File: src/gil_pkg.sv
// Constants and carrier types for the terminal and legacy IRQ pin routing
package gil_pkg;

   // ----------------------------------------------------------------
   // Register map (configuration byte offsets)
   // ----------------------------------------------------------------
   localparam logic [7:0] CTL_OFFSET = 8'h8b;
   localparam logic [7:0] ROUTE_OFFSET = 8'h8c;
   localparam logic [5:0] CTL_DWORD = 6'h22;
   localparam logic [5:0] ROUTE_DWORD = 6'h23;
   localparam int CTL_LANE = 3;

   // ----------------------------------------------------------------
   // Terminal control fields and reset values
   // ----------------------------------------------------------------
   localparam int MODE_HI = 7;
   localparam int MODE_LO = 6;
   localparam int FLAG_BIT = 3;
   localparam int DOUT_BIT = 1;
   localparam int DIN_BIT = 0;
   localparam logic [7:0] CTL_RESET = 8'h80;
   localparam logic [1:0] MODE_RESET = 2'h2;
   localparam logic [31:0] ROUTE_RESET = 32'h0000_0000;

   // ----------------------------------------------------------------
   // Routing fields
   // ----------------------------------------------------------------
   localparam int PIN7_LO = 28;
   localparam int PIN6_LO = 24;
   localparam logic [3:0] CODE_SECONDARY = 4'h0;
   localparam logic [3:0] CODE_DMA_REQ = 4'h1;
   localparam logic [3:0] PIN7_FIRST_IRQ = 4'h2;
   localparam logic [3:0] PIN6_FIRST_IRQ = 4'h1;
   localparam logic DMA_GRANT_IDLE = 1'h1;

   // Terminal mode encodings
   typedef enum logic [1:0]
   {
      MODE_INTA = 2'h0,
      MODE_RSVD = 2'h1,
      MODE_INPUT = 2'h2,
      MODE_OUTPUT = 2'h3
   } gil_mode_t;

   // Configuration access request
   typedef struct packed
   {
      logic wr;
      logic rd;
      logic func;
      logic [5:0] dword;
      logic [3:0] be;
      logic [31:0] wdata;
   } gil_cfg_req_t;

   // Configuration read answer
   typedef struct packed
   {
      logic valid;
      logic [31:0] data;
   } gil_cfg_rsp_t;

endpackage

File: src/gil_mux_pin.sv
// One legacy IRQ mux pin: IRQ level or secondary function, registered
`timescale 1ns/1ns
module gil_mux_pin
#(
   parameter logic [3:0] FIRST_IRQ = 4'h1
)
(
   // Clock and reset
   input wire logic clock,
   input wire logic rstn,
   // Selection
   input wire logic [3:0] code,
   input wire logic parallelIrq,
   input wire logic [15:0] irqLines,
   // Secondary function drive
   input wire logic altOut,
   input wire logic altOeN,
   // Pin drive
   output logic pinOut,
   output logic pinOeN
);

   logic pinOut_r;
   logic pinOut_nxt;
   logic pinOeN_r;
   logic pinOeN_nxt;

   // Pick the IRQ level or the secondary drive
   always_comb
   begin
      pinOut_nxt = altOut;
      pinOeN_nxt = altOeN;
      if (code >= FIRST_IRQ)
      begin
         pinOut_nxt = irqLines[code];
         pinOeN_nxt = ~parallelIrq;
      end
   end

   // Register the pin drive
   always_ff @(posedge clock)
   begin
      if (!rstn)
      begin
         pinOut_r <= 1'h0;
         pinOeN_r <= 1'h1;
      end
      else
      begin
         pinOut_r <= pinOut_nxt;
         pinOeN_r <= pinOeN_nxt;
      end
   end

   assign pinOut = pinOut_r;
   assign pinOeN = pinOeN_r;

endmodule

File: src/gil_pin_routing.sv
// General pin three control and upper legacy IRQ mux pin routing
`timescale 1ns/1ns
module gil_pin_routing
(
   // Clock and global reset
   input wire logic clock,
   input wire logic rstn,
   // Configuration access
   input wire gil_pkg::gil_cfg_req_t cfgReq,
   output gil_pkg::gil_cfg_rsp_t cfgRsp,
   // Internal sources
   input wire logic intaReq,
   input wire logic [15:0] irqLines,
   input wire logic parallelIrq,
   input wire logic dmaEnable,
   input wire logic dmaRequest,
   input wire logic eepromSclOut,
   input wire logic eepromSclOeN,
   input wire logic eepromSdaOut,
   input wire logic eepromSdaOeN,
   // Internal sinks
   output logic dmaGrant,
   output logic eepromSdaIn,
   output logic eepromBlocked,
   // General pin three
   input wire logic gpioIn,
   output logic gpioOut,
   output logic gpioOeN,
   // Mux pin 7
   input wire logic pin7In,
   output logic pin7Out,
   output logic pin7OeN,
   // Mux pin 6
   input wire logic pin6In,
   output logic pin6Out,
   output logic pin6OeN
);

   // ----------------------------------------------------------------
   // Declarations
   // ----------------------------------------------------------------
   gil_pkg::gil_mode_t mode_r, mode_nxt;
   logic flag_r, flag_nxt;
   logic dout_r, dout_nxt;
   logic din_r, din_nxt;
   logic gpioOut_r, gpioOut_nxt;
   logic gpioOeN_r, gpioOeN_nxt;
   logic [31:0] route_r, route_nxt;
   gil_pkg::gil_cfg_rsp_t rsp_r, rsp_nxt;
   logic dmaGrant_r, dmaGrant_nxt;
   logic sdaIn_r, sdaIn_nxt;
   logic blocked_r, blocked_nxt;
   logic ctlWr, routeHit;
   logic [7:0] wrByte;
   logic inChange;
   logic [7:0] ctlByte;
   logic [3:0] code7, code6;
   logic dma7, dma6;
   logic alt7Out, alt7OeN, alt6Out, alt6OeN;

   // ----------------------------------------------------------------
   // Terminal control register
   // ----------------------------------------------------------------

   // Decode a write to the control byte; either function hits it
   assign ctlWr = cfgReq.wr && cfgReq.dword == gil_pkg::CTL_DWORD
      && cfgReq.be[gil_pkg::CTL_LANE];
   assign wrByte = cfgReq.wdata[31:24];
   assign inChange = mode_r == gil_pkg::MODE_INPUT
      && gpioIn != din_r;

   // Next values for mode, change flag, output bit and sampled input
   always_comb
   begin
      mode_nxt = mode_r;
      dout_nxt = dout_r;
      din_nxt = gpioIn;
      flag_nxt = flag_r;
      if (ctlWr)
      begin
         mode_nxt = gil_pkg::gil_mode_t'(
            wrByte[gil_pkg::MODE_HI:gil_pkg::MODE_LO]);
         dout_nxt = wrByte[gil_pkg::DOUT_BIT];
         if (wrByte[gil_pkg::FLAG_BIT])
         begin
            flag_nxt = 1'h0;
         end
      end
      if (inChange)
      begin
         flag_nxt = 1'h1;
      end
   end

   // Terminal drive per mode; INTA is open drain, active low
   always_comb
   begin
      gpioOut_nxt = 1'h0;
      gpioOeN_nxt = 1'h1;
      case (mode_r)
         gil_pkg::MODE_INTA:
         begin
            gpioOeN_nxt = ~intaReq;
         end
         gil_pkg::MODE_OUTPUT:
         begin
            gpioOut_nxt = dout_r;
            gpioOeN_nxt = 1'h0;
         end
         default: gpioOeN_nxt = 1'h1;
      endcase
   end

   // Readback byte with reserved bits as zero
   assign ctlByte = {mode_r, 2'h0, flag_r, 1'h0, dout_r, din_r};

   // Control state registers, cleared by global reset only
   always_ff @(posedge clock)
   begin
      if (!rstn)
      begin
         mode_r <= gil_pkg::gil_mode_t'(gil_pkg::MODE_RESET);
         flag_r <= 1'h0;
         dout_r <= 1'h0;
         din_r <= 1'h0;
         gpioOut_r <= 1'h0;
         gpioOeN_r <= 1'h1;
      end
      else
      begin
         mode_r <= mode_nxt;
         flag_r <= flag_nxt;
         dout_r <= dout_nxt;
         din_r <= din_nxt;
         gpioOut_r <= gpioOut_nxt;
         gpioOeN_r <= gpioOeN_nxt;
      end
   end

   assign gpioOut = gpioOut_r;
   assign gpioOeN = gpioOeN_r;

   // ----------------------------------------------------------------
   // Routing register and read path
   // ----------------------------------------------------------------
   assign routeHit = cfgReq.wr && cfgReq.dword == gil_pkg::ROUTE_DWORD;

   // Byte-lane writes to the routing register
   generate
      for (genvar i = 0; i < 4; i++)
      begin : g_lane
         always_comb
         begin
            route_nxt[8*i +: 8] = route_r[8*i +: 8];
            if (routeHit && cfgReq.be[i])
            begin
               route_nxt[8*i +: 8] = cfgReq.wdata[8*i +: 8];
            end
         end
      end
   endgenerate

   // Read answer one cycle after the read strobe; unmapped reads zero
   always_comb
   begin
      rsp_nxt.valid = cfgReq.rd;
      rsp_nxt.data = 32'h0000_0000;
      if (cfgReq.rd && cfgReq.dword == gil_pkg::CTL_DWORD)
      begin
         rsp_nxt.data = {ctlByte, 24'h00_0000};
      end
      else if (cfgReq.rd && cfgReq.dword == gil_pkg::ROUTE_DWORD)
      begin
         rsp_nxt.data = route_r;
      end
   end

   // ----------------------------------------------------------------
   // Mux pin secondary functions
   // ----------------------------------------------------------------
   assign code7 = route_r[gil_pkg::PIN7_LO +: 4];
   assign code6 = route_r[gil_pkg::PIN6_LO +: 4];
   assign dma7 = code7 == gil_pkg::CODE_DMA_REQ
      || (code7 == gil_pkg::CODE_SECONDARY && dmaEnable);
   assign dma6 = code6 == gil_pkg::CODE_SECONDARY && dmaEnable;

   // Pin 7 carries DMA request or EEPROM clock; pin 6 grant or data
   always_comb
   begin
      alt7Out = eepromSclOut;
      alt7OeN = eepromSclOeN;
      if (dma7)
      begin
         alt7Out = dmaRequest;
         alt7OeN = 1'h0;
      end
      alt6Out = eepromSdaOut;
      alt6OeN = eepromSdaOeN;
      if (dma6)
      begin
         alt6Out = 1'h0;
         alt6OeN = 1'h1;
      end
   end

   // Grant, EEPROM data return and EEPROM lockout
   always_comb
   begin
      dmaGrant_nxt = dma6 ? pin6In : gil_pkg::DMA_GRANT_IDLE;
      sdaIn_nxt = (code6 == gil_pkg::CODE_SECONDARY && !dma6)
         ? pin6In : 1'h1;
      blocked_nxt = dma7 || dma6;
   end

   // Routing register and answer registers
   always_ff @(posedge clock)
   begin
      if (!rstn)
      begin
         route_r <= gil_pkg::ROUTE_RESET;
         rsp_r <= '0;
         dmaGrant_r <= gil_pkg::DMA_GRANT_IDLE;
         sdaIn_r <= 1'h1;
         blocked_r <= 1'h0;
      end
      else
      begin
         route_r <= route_nxt;
         rsp_r <= rsp_nxt;
         dmaGrant_r <= dmaGrant_nxt;
         sdaIn_r <= sdaIn_nxt;
         blocked_r <= blocked_nxt;
      end
   end

   assign cfgRsp = rsp_r;
   assign dmaGrant = dmaGrant_r;
   assign eepromSdaIn = sdaIn_r;
   assign eepromBlocked = blocked_r;

   // Mux pin 7 (IRQ2 and up)
   gil_mux_pin #(.FIRST_IRQ(gil_pkg::PIN7_FIRST_IRQ)) u_pin7
   (
      .clock(clock),
      .rstn(rstn),
      .code(code7),
      .parallelIrq(parallelIrq),
      .irqLines(irqLines),
      .altOut(alt7Out),
      .altOeN(alt7OeN),
      .pinOut(pin7Out),
      .pinOeN(pin7OeN)
   );

   // Mux pin 6 (IRQ1 and up)
   gil_mux_pin #(.FIRST_IRQ(gil_pkg::PIN6_FIRST_IRQ)) u_pin6
   (
      .clock(clock),
      .rstn(rstn),
      .code(code6),
      .parallelIrq(parallelIrq),
      .irqLines(irqLines),
      .altOut(alt6Out),
      .altOeN(alt6OeN),
      .pinOut(pin6Out),
      .pinOeN(pin6OeN)
   );
endmodule

File: config.mk
export PLATFORM = sky130hd
export DESIGN_NAME = gil_pin_routing
export DESIGN_NICKNAME = d
export VERILOG_FILES = /design/src/gil_pkg.sv /design/src/gil_mux_pin.sv /design/src/gil_pin_routing.sv
export SDC_FILE = /design/constraint.sdc
export NUM_CORES = 1
export LEC_CHECK = 0
export ABC_CLOCK_PERIOD_IN_PS = 2500
export CAP_MARGIN = 15
export CORE_ASPECT_RATIO = 1.75
export CORE_MARGIN = 5
export CORE_UTILIZATION = 44
export CTS_CLUSTER_SIZE = 28
export DETAILED_ROUTE_END_ITERATION = 7
export DONT_BUFFER_PORTS = 1
export SLEW_MARGIN = 10
export SYNTH_ARGS = -nofsm -noshare
export SYNTH_HDL_FRONTEND = slang
export SYNTH_SLANG_ARGS = --single-unit
export TNS_END_PERCENT = 10
File: constraint.sdc
create_clock -name clock -period 2.5 [get_ports clock]
set_input_delay 0.125 -clock clock [delete_from_list [all_inputs] [get_ports clock]]
set_output_delay 0.125 -clock clock [all_outputs]
set_load 0.05 [all_outputs]
==> impl_metrics.csv <==
group,metric,value,unit
layout,nets,400,
layout,antenna_cells,0,
synthesis,ys_seq_area_frac,0.5418,
timing,setup_viol,0,
synthesis,yosys.area_share.simple,0.1993,
synthesis,synth_top_family_by_area,"simple AND/OR/NAND/NOR gates",
route,drt-wirelength-per-cell,16.01,um
die,rows,39,
global_routing,grt_max_degree,55,
placement,gp_congestion,0.7267,
worst_setup_path,path_max_fanout,8,
worst_setup_path,cp-end-kind,"flip-flop",
worst_setup_path,worst_path_max_delay_cell,"or4_1",
timing,relSlewSlack,0.6495,
die,ioPinCount,116,
layout,final_cell_mix,"dfxtp_1, nand2_1, dlygate4sd3_1",
timing,period_share,0.8686,
worst_setup_path,critPathKind,"flip-flop to flip-flop",
synthesis,yosys_warnings,0,
route,drtIter0Drc,64,
die,core-area,0.006490,mm2
min_path,hold_path_class,"primary input to flip-flop",
placement,io_buffers,0,
synthesis,synth_top_area_share,0.5418,
die,die_h,117.8,um
clock_tree,numCtsBuffers,9,
die,die-area,0.008427,mm2
timing,setup_tns,0,ps
layout,drive_gt1_frac,0.08761,
synthesis,synth.net_count,359,
power_and_ir_drop,p_leak,1.675,nW
clock_tree,cts.htree.levels,3,
route,dr_total_vias,2089,
synthesis,synth_top_area_cell,"dfxtp_1",
synthesis,synthAdderAreaFrac,0,
clock_tree,clockBufferDepth,2,
global_routing,globalRouteOverflowTotal,0,
synthesis,synthCells,285,
timing,rsz0062_at_grt,"false",
outcome,status,"finished, final reports clean",
power_and_ir_drop,power,0.002800,W
timing,drv_slew,0,
power_and_ir_drop,power.density,747.7,mW/mm2
synthesis,muxShareOfSynthArea,0.1766,
worst_setup_path,critPathLaunchType,"flip-flop",
layout,final_common_cell,"dfxtp_1",
worst_setup_path,max_stage_delay,660,ps
route,vias_per_cell,5.058,
clock_tree,clkSinkCount,79,
global_routing,grt_pass1_wl,10730,um
worst_setup_path,cp_cell_sequence,"or4_1, o31ai_1, dlygate4sd3_1, nand2_1",
synthesis,synth_area,0.002919,mm2
synthesis,synth-async-reset-ratio,0,
layout,nFillCells,539,
layout,design_area,0.003745,mm2
timing,worst_pin_slew,525.0,ps
synthesis,synth_cell_types,33,
synthesis,syn_avg_cell_area,10.24,um2
worst_setup_path,reg2reg_from,"route_r[24]$_SDFFE_PN0P_",
worst_setup_path,critical_path_arrival,2370,ps
route,first_pass_iters,4,
synthesis,synth_compound_gate_area_share,0.04929,
route,wirelength,6614,um
global_routing,grt.total_usage,0.1621,
route,drc_errors,0,
route,postRouteAntennaNets,0,
layout,syn2layout_area_growth,28.29,%
worst_setup_path,critPathTopFamily,"simple AND/OR/NAND/NOR gates",
worst_setup_path,crit_path_start,"route_r[24]$_SDFFE_PN0P_",
min_path,min-delay-start,"cfgReq[43]",
timing,min_period,2171,ps
synthesis,ys_ff_latch,79,
die,initial_core_util,0.4498,
clock_tree,clk_pin_slew,60,ps
synthesis,synth_area_leaders,"dfxtp_1, mux2i_1, nand2_1, and2_1, mux4_2",
clock_tree,cts_tree,"done",
die,fp.dieW,71.57,um
global_routing,antenna_found_initial,0,
worst_setup_path,required,2700,ps
synthesis,synth_xor_area_frac,0.003000,
synthesis,synth_edf_count,0,
synthesis,ys.flop_type,"dfxtp_1",
placement,place_hpwl,4737,um
placement,dpl_cell_area,0.002992,mm2
timing,finalHoldViolations,0,
timing,fin_skew,3.825,ps
clock_tree,root_buffer,"clkbuf_16",
power_and_ir_drop,peakVddDrop,557.5,uV
timing,max_freq,460.5,MHz
run,drv_cap,0,
worst_setup_path,ff2ff_setup_slack,330,ps
global_routing,grt_pass1_vias,2158,
worst_setup_path,cp.buffers_inverters,1,
clock_tree,clkLatencyLatePin,320,ps
## cell usage after synthesis, types with 2 or more instances
cell type / count
or4_1: 3
nor4_2: 2
dfxtp_1: 79
mux2i_1: 38
mux4_2: 6
nor2_1: 13
a21oi_1: 5
nand2_1: 62
inv_1: 7
a22o_1: 5
and2_1: 28
nand3b_1: 3
nor3_1: 2
nand3_1: 2
clkbuf_1: 12
## path summary, 6_finish.rpt
path / end / depth (start not counted)
worst max-delay path: u_pin6.pinOeN$_SDFF_PN1_ / 4
worst min-delay path: cfgRsp[32]$_SDFF_PN0_ / 2
worst max register to register: u_pin6.pinOeN$_SDFF_PN1_ / 4
worst min register to register: cfgRsp[4]$_SDFF_PP0_ / 1
## worst reg2reg max path, stage by stage (launching register included)
cell and delay, ps:
dfxtp_1 430, or4_1 660, o31ai_1 290, dlygate4sd3_1 610, nand2_1 60
## layer usage
metal | up-vias | track usage | wire length (um)
met2 | 72 | 0.2863 | 3533
met3 | 9 | 0.05299 | 502
met1 | 965 | 0.1705 | 2396
li1 | 1043 | - | -
met4 | 0 | 0.06941 | 182
met5 | - | 0 | 0
## power by group
part	switching (W)	total (W)	internal, W	leakage (nW)
sequential	0.0000291	0.00130	0.00127	0.639
clock	0.000484	0.00138	0.000897	0.162
combinational	0.0000491	0.000120	0.0000709	0.874
## cells by family (layout without fill, tap and decap cells)
group                  Yosys count  after routing
multiplexers                    44             44
XOR/XNOR                         1              1
flip-flops                      79             79
buffers and inverters           22             68
AO/OA/AOI/OAI                   20             20
AND/OR/NAND/NOR                119            119
## flip-flops by register name (all words and copies together), names as in the netlist
register       flops
u_pin6.pinOeN      1
din_r              1
gpioOeN            1
u_pin7.pinOut      1
route_r           32
gpioOut            1
u_pin6.pinOut      1
dout_r             1
u_pin7.pinOeN      1
eepromSdaIn        1
cfgRsp            33
dmaGrant           1
mode_r             2
eepromBlocked      1
flag_r             1
## final cells by class
cell class / count / area, um2 / share of cell area
Sequential cell: 79 / 1582 / 0.4223
Multi-Input combinational cell: 184 / 1259 / 0.3361
Timing Repair Buffer: 45 / 452.9 / 0.1209
Clock buffer: 10 / 239.0 / 0.06382
Tap cell: 82 / 102.6 / 0.02740
Clock inverter: 6 / 83.83 / 0.02239
Inverter: 7 / 26.28 / 0.007016
## through the flow
step | worst slack [ps] | hold slack, ps | std cells | utilization
final | 328.5 | 6.183 | 413 | 0.5770
after global routing | 231.3 | 35.15 | 413 | 0.5770
after global placement | 644.3 | 190.7 | 355 | 0.4610
after floorplan | 863.4 | 186.9 | 285 | -
after detailed placement | 627.0 | 190.3 | 355 | 0.4610
after CTS | 441.2 | 5.582 | 413 | 0.5770
## repair_timing
action | 4_1_cts | 5_1_grt
buffers inserted | 0 | 0
resized for setup | 0 | 0
endpoints found under the hold margin | 43 | 0
hold buffers | 42 | 0
(Power assumes the default switching activity.)
